**src/shared/ct8_pkg.sv**
```systemverilog
package ct8_pkg;

  // operating modes held in the control register
  typedef enum logic [1:0] {
    MODE_TIMER,
    MODE_EVENT,
    MODE_CAPTURE,
    MODE_RSVD
  } ct8_mode_t;

  // register byte offsets
  localparam logic [7:0] OFF_CTRL = 8'h00;
  localparam logic [7:0] OFF_INSEL = 8'h04;
  localparam logic [7:0] OFF_A = 8'h08;
  localparam logic [7:0] OFF_B = 8'h0c;
  localparam logic [7:0] OFF_CNT = 8'h10;
  localparam logic [7:0] OFF_STS = 8'h14;
  localparam logic [7:0] OFF_MSK = 8'h18;

  // control and input select register fields
  localparam int CTRL_START = 0;
  localparam int CTRL_MODE_LSB = 1;
  localparam int CTRL_CSEL_LSB = 3;
  localparam int CTRL_AUTO_CAPTURE_EN = 6;
  localparam int CTRL_DV = 7;
  localparam int INSEL_INV = 0;

  // status and mask bits
  localparam int STS_MATCH = 0;
  localparam int STS_OVF = 1;

  // values after reset
  localparam logic [7:0] RST_CTRL = 8'h00;
  localparam logic [7:0] RST_A = 8'h00;
  localparam logic [7:0] RST_B = 8'hff;
  localparam logic [1:0] RST_MSK = 2'h0;

  // counter limits
  localparam logic [7:0] CNT_MAX = 8'hff;
  localparam logic [7:0] OVF_LOAD = 8'hff;

  // source clock: code 000 divides the clock by 2**13, each code up to 110 halves it, code 111 gives none
  localparam int DIV_EXP_CODE0 = 13;
  localparam int PRE_W = 15;
  localparam logic [2:0] CSEL_SLOW_LAST = 3'h4;
  localparam logic [2:0] CSEL_NONE = 3'h7;

endpackage

```
**src/shared/ct8_pin_if.sv**
```systemverilog
`timescale 1ns/1ns
interface ct8_pin_if;
  logic lvl;
  logic rise;
  logic fall;

  modport sync (
    output lvl,
    output rise,
    output fall
  );

  modport core (
    input lvl,
    input rise,
    input fall
  );
endinterface

```
**src/design/ct8_timer.sv**
```systemverilog
// The address map and register access over APB were decided locally.
`timescale 1ns/1ns
module ct8_timer (
  // clock and reset
  input wire logic clk,
  input wire logic rst_n,
  // apb slave
  input wire logic psel,
  input wire logic penable,
  input wire logic pwrite,
  input wire logic [7:0] paddr,
  input wire logic [31:0] pwdata,
  output logic [31:0] prdata,
  output logic pready,
  output logic pslverr,
  // external count and capture input
  input wire logic count_input_pin,
  // interrupts
  output logic timer_irq,
  output logic irq
);

  logic [7:0] timer_control_reg_q;
  logic input_invert_q;
  logic [7:0] cnt_q;
  logic [7:0] compare_capture_a_q;
  logic [7:0] capture_b_q;
  logic armed_q;
  logic [1:0] sts_q;
  logic [1:0] msk_q;
  logic [ct8_pkg::PRE_W-1:0] pre_q;
  logic [31:0] prdata_q;

  ct8_pkg::ct8_mode_t mode;
  logic start;
  logic auto_capture_en;
  logic divider_stage_sel;
  logic [2:0] source_clock_sel;
  logic tick;
  logic cnt_edge;
  logic opp_edge;
  logic acc;
  logic wr;
  logic rd;
  logic rd_a;
  logic rd_sts;
  logic match_tm;
  logic match_ev;
  logic cap_a_ev;
  logic cap_b_ev;
  logic ovf_ev;
  logic hit_ev;
  logic [7:0] cnt_inc;

  ct8_pin_if pif ();

  ct8_pin_sync u_sync (
    .clk(clk),
    .rst_n(rst_n),
    .pin(count_input_pin),
    .pif(pif.sync)
  );

  ////////////////////////////////////////////////////////////////////////////
  // decoding helpers

  function automatic logic reg_hit(input logic [7:0] addr, input logic [7:0] off);
    return addr == off;
  endfunction

  function automatic logic mapped(input logic [7:0] addr);
    return reg_hit(addr, ct8_pkg::OFF_CTRL) || reg_hit(addr, ct8_pkg::OFF_INSEL) ||
      reg_hit(addr, ct8_pkg::OFF_A) || reg_hit(addr, ct8_pkg::OFF_B) ||
      reg_hit(addr, ct8_pkg::OFF_CNT) || reg_hit(addr, ct8_pkg::OFF_STS) ||
      reg_hit(addr, ct8_pkg::OFF_MSK);
  endfunction

  // one tick every 2**e clocks; code 111 gives none
  function automatic logic tick_hit(input logic [ct8_pkg::PRE_W-1:0] pre,
                                    input logic [2:0] code, input logic dv);
    logic [3:0] e;
    logic [ct8_pkg::PRE_W-1:0] m;
    e = 4'(ct8_pkg::DIV_EXP_CODE0 - int'(code));
    if (dv && code <= ct8_pkg::CSEL_SLOW_LAST) begin
      e = 4'(e + 4'h1);
    end
    m = ct8_pkg::PRE_W'((32'h1 << e) - 32'h1);
    return (code != ct8_pkg::CSEL_NONE) && ((pre & m) == m);
  endfunction

  ////////////////////////////////////////////////////////////////////////////
  // control fields and strobes

  assign mode = ct8_pkg::ct8_mode_t'(timer_control_reg_q[ct8_pkg::CTRL_MODE_LSB +: 2]);
  assign start = timer_control_reg_q[ct8_pkg::CTRL_START];
  assign auto_capture_en = timer_control_reg_q[ct8_pkg::CTRL_AUTO_CAPTURE_EN];
  assign divider_stage_sel = timer_control_reg_q[ct8_pkg::CTRL_DV];
  assign source_clock_sel = timer_control_reg_q[ct8_pkg::CTRL_CSEL_LSB +: 3];

  assign acc = psel & penable;
  assign wr = acc & pwrite;
  assign rd = acc & ~pwrite;
  assign rd_a = rd & reg_hit(paddr, ct8_pkg::OFF_A);
  assign rd_sts = rd & reg_hit(paddr, ct8_pkg::OFF_STS);

  assign tick = start & tick_hit(pre_q, source_clock_sel, divider_stage_sel);
  // counting edge and the opposite edge, per invert setting
  assign cnt_edge = input_invert_q ? pif.fall : pif.rise;
  assign opp_edge = input_invert_q ? pif.rise : pif.fall;
  assign cnt_inc = 8'(cnt_q + 8'h01);

  ////////////////////////////////////////////////////////////////////////////
  // events

  assign match_tm = start && mode == ct8_pkg::MODE_TIMER && tick &&
    cnt_inc == compare_capture_a_q;
  assign match_ev = start && mode == ct8_pkg::MODE_EVENT && opp_edge &&
    cnt_q == compare_capture_a_q;
  assign cap_a_ev = start && mode == ct8_pkg::MODE_CAPTURE && armed_q && cnt_edge;
  assign cap_b_ev = start && mode == ct8_pkg::MODE_CAPTURE && armed_q && opp_edge;
  assign ovf_ev = start && mode == ct8_pkg::MODE_CAPTURE && armed_q && tick &&
    cnt_q == ct8_pkg::CNT_MAX && !cap_a_ev;
  assign hit_ev = match_tm | match_ev | cap_a_ev | ovf_ev;
  assign timer_irq = hit_ev;

  ////////////////////////////////////////////////////////////////////////////
  // prescaler, free running while started

  always_ff @(posedge clk or negedge rst_n) begin
    if (!rst_n) begin
      pre_q <= '0;
    end else if (!start) begin
      pre_q <= '0;
    end else begin
      pre_q <= ct8_pkg::PRE_W'(pre_q + 1'b1);
    end
  end

  ////////////////////////////////////////////////////////////////////////////
  // up counter

  always_ff @(posedge clk or negedge rst_n) begin
    if (!rst_n) begin
      cnt_q <= 8'h00;
    end else if (!start || hit_ev) begin
      cnt_q <= 8'h00;
    end else if (mode == ct8_pkg::MODE_EVENT) begin
      if (cnt_edge) begin
        cnt_q <= cnt_inc;
      end
    end else if (tick) begin
      cnt_q <= cnt_inc;
    end
  end

  ////////////////////////////////////////////////////////////////////////////
  // data registers A and B

  always_ff @(posedge clk or negedge rst_n) begin
    if (!rst_n) begin
      compare_capture_a_q <= ct8_pkg::RST_A;
    end else if (cap_a_ev) begin
      compare_capture_a_q <= cnt_q;
    end else if (ovf_ev) begin
      compare_capture_a_q <= ct8_pkg::OVF_LOAD;
    end else if (wr && reg_hit(paddr, ct8_pkg::OFF_A)) begin
      compare_capture_a_q <= pwdata[7:0];
    end
  end

  always_ff @(posedge clk or negedge rst_n) begin
    if (!rst_n) begin
      capture_b_q <= ct8_pkg::RST_B;
    end else if (cap_b_ev) begin
      capture_b_q <= cnt_q;
    end else if (start && auto_capture_en && mode != ct8_pkg::MODE_CAPTURE) begin
      // copied every clock, regardless of where the count step falls
      capture_b_q <= cnt_q;
    end
  end

  // capture stays halted after its interrupt until A is read or start is cleared
  always_ff @(posedge clk or negedge rst_n) begin
    if (!rst_n) begin
      armed_q <= 1'b1;
    end else if (!start) begin
      armed_q <= 1'b1;
    end else if (cap_a_ev || ovf_ev) begin
      armed_q <= 1'b0;
    end else if (rd_a) begin
      armed_q <= 1'b1;
    end
  end

  ////////////////////////////////////////////////////////////////////////////
  // software registers

  always_ff @(posedge clk or negedge rst_n) begin
    if (!rst_n) begin
      timer_control_reg_q <= ct8_pkg::RST_CTRL;
      input_invert_q <= 1'b0;
      msk_q <= ct8_pkg::RST_MSK;
    end else if (wr) begin
      if (reg_hit(paddr, ct8_pkg::OFF_CTRL)) begin
        timer_control_reg_q <= pwdata[7:0];
      end
      if (reg_hit(paddr, ct8_pkg::OFF_INSEL)) begin
        input_invert_q <= pwdata[ct8_pkg::INSEL_INV];
      end
      if (reg_hit(paddr, ct8_pkg::OFF_MSK)) begin
        msk_q <= pwdata[1:0];
      end
    end
  end

  // sticky status; a read clears only what it returned, a new event wins
  always_ff @(posedge clk or negedge rst_n) begin
    if (!rst_n) begin
      sts_q <= 2'h0;
    end else begin
      sts_q[ct8_pkg::STS_MATCH] <= (sts_q[ct8_pkg::STS_MATCH] &
        ~(rd_sts & prdata_q[ct8_pkg::STS_MATCH])) | match_tm | match_ev | cap_a_ev;
      sts_q[ct8_pkg::STS_OVF] <= (sts_q[ct8_pkg::STS_OVF] &
        ~(rd_sts & prdata_q[ct8_pkg::STS_OVF])) | ovf_ev;
    end
  end

  assign irq = |(sts_q & msk_q);

  ////////////////////////////////////////////////////////////////////////////
  // apb read data, sampled in the setup cycle

  always_ff @(posedge clk or negedge rst_n) begin
    if (!rst_n) begin
      prdata_q <= 32'h0;
    end else if (psel && !penable) begin
      prdata_q <= 32'h0;
      if (reg_hit(paddr, ct8_pkg::OFF_CTRL)) begin
        prdata_q[7:0] <= timer_control_reg_q;
      end
      if (reg_hit(paddr, ct8_pkg::OFF_INSEL)) begin
        prdata_q[ct8_pkg::INSEL_INV] <= input_invert_q;
      end
      if (reg_hit(paddr, ct8_pkg::OFF_A)) begin
        prdata_q[7:0] <= compare_capture_a_q;
      end
      if (reg_hit(paddr, ct8_pkg::OFF_B)) begin
        prdata_q[7:0] <= capture_b_q;
      end
      if (reg_hit(paddr, ct8_pkg::OFF_CNT)) begin
        prdata_q[7:0] <= cnt_q;
      end
      if (reg_hit(paddr, ct8_pkg::OFF_STS)) begin
        prdata_q[1:0] <= sts_q;
      end
      if (reg_hit(paddr, ct8_pkg::OFF_MSK)) begin
        prdata_q[1:0] <= msk_q;
      end
    end
  end

  assign prdata = prdata_q;
  assign pready = acc;
  assign pslverr = acc & ~mapped(paddr);
endmodule

```
**src/design/ct8_pin_sync.sv**
```systemverilog
`timescale 1ns/1ns
module ct8_pin_sync (
  // clock and reset
  input wire logic clk,
  input wire logic rst_n,
  // raw pin
  input wire logic pin,
  // filtered level and edges
  ct8_pin_if.sync pif
);

  logic [2:0] sh_q;
  logic [2:0] vld_q;
  logic lvl_vld_q;
  logic lvl_q;
  logic rise_q;
  logic fall_q;
  logic agree;

  ////////////////////////////////////////////////////////////////////////////
  // three-stage synchroniser, change accepted once stages two and three agree
  always_ff @(posedge clk or negedge rst_n) begin
    if (!rst_n) begin
      sh_q <= 3'h0;
      vld_q <= 3'h0;
    end else begin
      sh_q <= {sh_q[1:0], pin};
      vld_q <= {vld_q[1:0], 1'b1};
    end
  end

  assign agree = (sh_q[1] == sh_q[2]);

  always_ff @(posedge clk or negedge rst_n) begin
    if (!rst_n) begin
      lvl_q <= 1'b0;
      lvl_vld_q <= 1'b0;
      rise_q <= 1'b0;
      fall_q <= 1'b0;
    end else begin
      // no edge until the level holds a real sample, a pin idling high is no rise
      lvl_vld_q <= vld_q[2];
      rise_q <= lvl_vld_q & agree & sh_q[2] & ~lvl_q;
      fall_q <= lvl_vld_q & agree & ~sh_q[2] & lvl_q;
      if (agree) begin
        lvl_q <= sh_q[2];
      end
    end
  end

  assign pif.lvl = lvl_q;
  assign pif.rise = rise_q;
  assign pif.fall = fall_q;

endmodule

```
**config.mk**
```make
export PLATFORM = sky130hd
export DESIGN_NAME = ct8_timer
export DESIGN_NICKNAME = d
export VERILOG_FILES = /design/src/shared/ct8_pkg.sv /design/src/shared/ct8_pin_if.sv /design/src/design/ct8_timer.sv /design/src/design/ct8_pin_sync.sv
export SDC_FILE = /design/constraint.sdc
export NUM_CORES = 1
export LEC_CHECK = 0
export ABC_AREA = 1
export BUFFER_PORTS_ARGS = -buffer_cell sky130_fd_sc_hd__buf_2
export CAP_MARGIN = 20
export CORE_MARGIN = 2
export CORE_UTILIZATION = 51
export DETAILED_ROUTE_END_ITERATION = 16
export PLACE_DENSITY = 0.77
export SLEW_MARGIN = 15
export SYNTH_ARGS = -nofsm -noshare
export SYNTH_HDL_FRONTEND = slang
export SYNTH_SLANG_ARGS = --single-unit
```
**constraint.sdc**
```tcl
create_clock -name clk -period 3 [get_ports clk]
set_input_delay 0.3 -clock clk [delete_from_list [all_inputs] [get_ports clk]]
set_output_delay 0.3 -clock clk [all_outputs]
set_load 0.02 [all_outputs]
```
# Word-level counts from Yosys, hierarchy flattened

Cells that the tools add are included.
W data, S select, Z words.

Register bits after elaboration: 71
Bits in latches: 0
Bits in writable memories: 0
Bits in read-only memories: 0
Input bits: 46
Output and inout bits: 36
Logic and storage cells: 134
Memories kept: 0

Add/sub/neg operators: 5
Multiply operators: 0
Divide/modulo/power cells: 0
Magnitude comparators: 1
Equal/unequal tests: 17
Shifts and indexed selects: 1
Muxes and demuxes: 23
Bitwise gates (word level): 31
Reduce and logical (&&, ||, !) cells: 40

Operators by type and width:

| operator                | count |
|---|---|
| $mux W8                 | 13 |
| $eq A8 B5 Y1 const B    | 3 |
| $logic_and A1 B1 Y1     | 19 |
| $and A1 B1 Y1           | 16 |
| $eq A8 B4 Y1 const B    | 2 |
| $eq A8 B8 Y1            | 2 |
| $add A15 B1 Y15 const B | 1 |
| $and A15 B15 Y15        | 1 |
| $eq A15 B15 Y1          | 1 |
| $mux W15                | 1 |
| $shl A1 B4 Y15 const A  | 1 |
| $sub A15 B1 Y15 const B | 1 |
| $add A8 B1 Y8 const B   | 1 |
| $eq A8 B3 Y1 const B    | 1 |
| $eq A8 B8 Y1 const B    | 1 |
| $logic_not A8 Y1        | 1 |
| $logic_or A1 B1 Y1      | 8 |
| $reduce_and A2 Y1       | 4 |
| $or A1 B1 Y1            | 7 |
| $mux W1                 | 6 |
| $not A1 Y1              | 6 |
| $reduce_bool A3 Y1      | 2 |
| $add A4 B1 Y4 const B   | 1 |
| $mux W2                 | 2 |
| 15 further kinds        | 17 |

# Depth between registers and ports, before layout

Depth in word-level cells: 17
Gate-level depth with buffers: 24
Gate-level depth less buffers: 24

# Cells and area by module

A second synthesis with hierarchy kept.

Cells, all modules: 600
Area total of the unflattened synthesis: 4526.8 um^2

Modules (own cells, without submodules):

| module       | times used | cells each | area an instance (um^2) | sequential area each (um^2) |
|---|---|---|---|---|
| ct8_timer    | 1          | 582        | 4242.8                  | 1537.7 |
| ct8_pin_sync | 1          | 18         | 284.0                   | 250.2 |

# Least setup slack after synthesis

OpenSTA, ideal clock, no wires.

Path type: reg2out
Start: register timer_control_reg_q[4]
End: output timer_irq
Arrival time: 2.908 ns
Data required time: 2.700 ns
Setup slack: -0.208 ns
Stages on the path, launching flop included: 23
Path buffers: 1
Cell sequence: dfrtp_1 > inv_1 > ha_1 > inv_1 > nand2_1 > nand2_1 > nand3_1 > nand2_4 > nand2_2 > inv_1 > nand2_1 > ha_1 > o21ai_0 > a211oi_1 > nand3_1 > nor2_1 > nand3_1 > nor2_1 > nand3_2 > nor2_2 > a21oi_1 > buf_4 > nand2_1

Longest elaborated chain between the ends: 14
Elaborated cells between the ends (all ways): 20
Those cells by class: add/sub: 3; order compare: 1; eq/ne: 2; shift: 1; mux: 1; bitwise: 5; reduce/logical: 7

RTL lines:

| what                                                        | line                             | source |
|---|---|---|
| from (decl)                                                 | ct8_timer.sv:23                  | `logic [7:0] timer_control_reg_q;` |
| from (signal assigned)                                      | ct8_timer.sv:200                 | `timer_control_reg_q <= ct8_pkg::RST_CTRL;` |
| from (signal assigned)                                      | ct8_timer.sv:205                 | `timer_control_reg_q <= pwdata[7:0];` |
| $sub A4 B3 Y4 / $le A3 B3 Y1 (equally long branches)        | ct8_timer.sv:83, ct8_timer.sv:84 |  |
| $add A4 B1 Y4 / $logic_and A1 B1 Y1 (equally long branches) | ct8_timer.sv:85, ct8_timer.sv:84 |  |
| $mux W4                                                     | ct8_timer.sv:84                  | `if (dv && code <= ct8_pkg::CSEL_SLOW_LAST) begin` |
| $shl A1 B4 Y15                                              | ct8_timer.sv:87                  | `m = ct8_pkg::PRE_W'((32'h1 << e) - 32'h1);` |
| $sub A15 B1 Y15                                             | ct8_timer.sv:87                  |  |
| $and A15 B15 Y15                                            | ct8_timer.sv:88                  | `return (code != ct8_pkg::CSEL_NONE) && ((pre & m) == m);` |
| $eq A15 B15 Y1                                              | ct8_timer.sv:88                  |  |
| $logic_and A1 B1 Y1 *                                       | ct8_timer.sv:88                  |  |
| $and A1 B1 Y1 *                                             | ct8_timer.sv:106                 | `assign tick = start & tick_hit(pre_q, source_clock_sel, divider_stage_sel);` |
| $logic_and A1 B1 Y1 (2 in a row)                            | ct8_timer.sv:115                 | `assign match_tm = start && mode == ct8_pkg::MODE_TIMER && tick &&` |
| $or A1 B1 Y1 (2 in a row)                                   | ct8_timer.sv:123                 | `assign hit_ev = match_tm \| match_ev \| cap_a_ev \| ovf_ev;` |
| $or A1 B1 Y1 *                                              | ct8_timer.sv:123                 |  |
| to (decl)                                                   | ct8_timer.sv:19                  | `output logic timer_irq,` |

Every way passes the cells marked *; elsewhere a longest branch is shown, timed or not.

# Final worst setup path

Same ends and word-level chain as after synthesis.

==> summary.txt <==
STA
  • Min cycle time layout: 3.337 ns
  • Setup TNS: -2.671 ns
  • Hold Violations, Final: 0
  • Final setup fails: 18
  • Slew Limit Fails: 0
  • Fmax: 0.2996 GHz
  • Worst Tran Pin Value: 0.7276 ns
  • Max-slew headroom: 51.50%
  • Layout Skew: 0.01229 ns
  • RSZ-0062 raised after global routing: yes
  • Final cycle utilization of the critical path: 111.2%
  • Final worst slack: -0.3373 ns

Run
  • Maxcap violations: 0

Pwr
  • Tot Pwr: 0.001935 W
  • Power per cell area: 354.0 mW/mm^2
  • Leakage: 2.626 nW
  • Peak supply drop: 0.0004082 V

Synth
  • Distinct cells, synth: 36
  • Yosys warning count: 0
  • Flops & latches, synth: 71
  • Sequential area share after synthesis: 39.89%
  • Synth area leader: dfrtp_1
  • Post-synth ARST share: 100.0%
  • Main flop type after synthesis: dfrtp_1
  • Syn Inst Count: 607
  • Synth area leaders: dfrtp_1, nand2_1, nand3_1
  • Mapped Area: 0.004482 mm^2
  • Avg Cell Area, Syn: 7.384 um^2
  • Synth top area share: 34.62%
  • Number of synthesized flops with an enable pin: 0

Floorplanning
  • Initial Util: 51.90%
  • I/O pin count: 82
  • Full die area: 0.009554 mm^2
  • Die width: 97.75 um
  • Die H: 97.75 um
  • Core ar.: 0.008636 mm^2
  • Row cnt: 34

Clocking
  • Cts bufs inserted: 9
  • Clock root cell: clkbuf_8
  • H-tree depth: 3
  • Hold buffer count at cts: 0
  • TritonCTS clock tree: yes
  • Clock Sinks: 71
  • Worst-path clk slew: 0.08 ns
  • Clock Path Buffers: 2
  • Worst skew pair latency: 0.34 ns

Finish
  • Filler cells: 742
  • Finished Core Util: 63.32%
  • Fin cells: 803
  • Area delta synth->final: 22.00%
  • Nets: 744
  • Ant. Diodes: 0
  • Layout cell share with drive strength beyond 1: 23.74%

Worst setup path
  • CP Launch Type: flip-flop
  • CP Data Required Time: 2.70 ns
  • Critical Path AT: 3.04 ns
  • CP Max Fanout: 5
  • Setup Crit Path Kind: flip-flop to output pin
  • Crit end category: output pin

Drt
  • Final ANT Viol Nets: 0
  • Vias: 4324
  • Final wirelength: 11730 um
  • # DRC: 0
  • DR pass1 iterations: 8
  • Iteration-0 DRC Markers: 306
  • Drt wl/cell: 14.61 um
  • Via-per-instance ratio: 5.385

Status
  • Outcome: finished with violations
  • Failing checks: setup timing

Global routing
  • Antenna violations before repair: 0
  • Gr ovfl total: 0
  • Grt met3 use: 4.080%
  • Met2 capacity usage during global routing: 38.99%
  • First-pass GRT wire length: 19490 um
  • Most Crowded Layer GR: met2
  • GRT Overall Usage: 25.01%
  • Met1 Track Usage GR: 36.49%
  • Pin count of the biggest net entering global routing: 41
  • Vias in the first global route: 4062

Place
  • GPL Wtd Cong: 0.9087
  • Detailed placement HPWL: 8734 um
  • Port Buffers: 33
  • Inst Count DP: 768

Hold path
  • Worst Hold Class: primary input to asynchronous set/reset pin
## critical path, cell delays in order (launching register included)
cell and delay (ns):
dfrtp_2 0.42, inv_2 0.09, ha_4 0.14, nand2_4 0.05
nand2_4 0.09, nand2_4 0.08, nand2_4 0.06, nand2_4 0.07
nor2_4 0.14, nand3_4 0.09, ha_4 0.28, o21ai_2 0.06
a211oi_2 0.14, nand3_1 0.09, nor2_1 0.09, nand3_1 0.09
nor2_2 0.12, nand3_2 0.13, nor2_4 0.19, a21oi_4 0.09
nand2_4 0.08, buf_6 0.11
## cell usage after synthesis (4+ instances only)
cell type / n
a211oi_1: 4
a21oi_1: 21
a221oi_1: 4
buf_4: 27
clkbuf_1: 8
dfrtp_1: 62
dfstp_2: 9
ha_1: 8
inv_1: 79
nand2_1: 123
nand2_2: 6
nand2_4: 5
nand3_1: 72
nand3_2: 4
nand4_1: 8
nor2_1: 57
nor2_2: 6
nor3_1: 13
nor4_1: 6
o21ai_0: 47
o22ai_1: 4
xnor2_1: 8
xor2_1: 7
## stage by stage
| step | setup slack, ns | area, um^2 | hold WS [ns] |
|---|---|---|---|
| floorplan | 0.001851 | 4633 | 0.004409 |
| detailed placement | -0.1862 | 4971 | 0.3370 |
| global route | -0.4906 | 5468 | 0.05244 |
| CTS | -0.3059 | 5411 | 0.03735 |
| global placement | -0.1073 | 4971 | 0.3346 |
| finish | -0.3373 | 5468 | 0.01167 |
## placed cells by master (no fill, tap or decap), drive strengths merged, types with 6 or more instances in the layout
cell,count
dfstp,9
nand4,8
a21oi,21
buf,85
nand3,76
xor2,7
nor2,63
inv,81
clkbuf,10
nand2,134
nor3,15
ha,8
o21ai,48
dfrtp,62
nor4,6
xnor2,8
conb,25
## path summary, 6_finish.rpt
path,end,slack (ns),depth (start not counted),start
worst max-delay path,timer_irq,-0.34,21,timer_control_reg_q[4]$_DFFE_PN0P_
worst min-delay path,pre_q[10]$_DFF_PN0_,0.01,1,rst_n
worst max register to register,cnt_q[6]$_DFFE_PN0P_,-0.17,24,timer_control_reg_q[4]$_DFFE_PN0P_
min in group clk,u_sync.sh_q[0]$_DFF_PN0_,0.06,1,count_input_pin
worst min register to register,u_sync.sh_q[1]$_DFF_PN0_,0.36,0,u_sync.sh_q[0]$_DFF_PN0_
max in group asynchronous,capture_b_q[1]$_DFFE_PN1P_,2.27,2,rst_n
## cell type report
| cell class | count | area, um^2 | area share [%] |
|---|---|---|---|
| clock buffer | 10 | 137.6 | 2.517 |
| clock inverter | 6 | 67.56 | 1.236 |
| inverter | 82 | 307.8 | 5.629 |
| multi-input combinational | 441 | 2404 | 43.96 |
| sequential | 71 | 1790 | 32.75 |
| tap | 108 | 135.1 | 2.471 |
| timing repair buffer | 85 | 625.6 | 11.44 |
## kinds of logic (layout without fill, tap and decap cells)
kind of cell    after synthesis  count (layout)  share of synthesized area, %
flops                        71              71                         39.89
other cells                   2              25                        0.1676
fa+ha+maj                     8               8                         2.233
buf+inv                     118             183                         12.31
simple gates                305             305                         31.27
compound gates               88              88                         11.19
xor+xnor                     15              15                         2.931
## state kept, by name (all words and copies together), names as in the netlist, 2 cells and up
name	count
prdata	8
capture_b_q	8
pre_q	15
u_sync.vld_q	3
compare_capture_a_q	8
cnt_q	8
timer_control_reg_q	8
msk_q	2
u_sync.sh_q	3
sts_q	2
## where the power goes
part	total (W)	leakage, nW	internal, W	switching (W)
Sequential	0.000981	0.924	0.000971	0.0000104
Combinational	0.000164	1.60	0.0000495	0.000114
Clock	0.000790	0.0989	0.000410	0.000380
Total	0.00194	2.63	0.00143	0.000505
## routing by layer
layer / part of all wire [%] / wire length [um]
met2: 45 / 5275
met4: 2.0 / 237
met3: 6.8 / 802
met5: 0 / 0
met1: 46 / 5413
## timing repair
action | 4_1_cts | 5_1_grt
pin swaps | 22 | 16
gates resized for setup | 22 | 16
endpoints found under the setup margin | 18 | 19
setup buffers | 19 | 4
(Power assumes the default switching activity.)
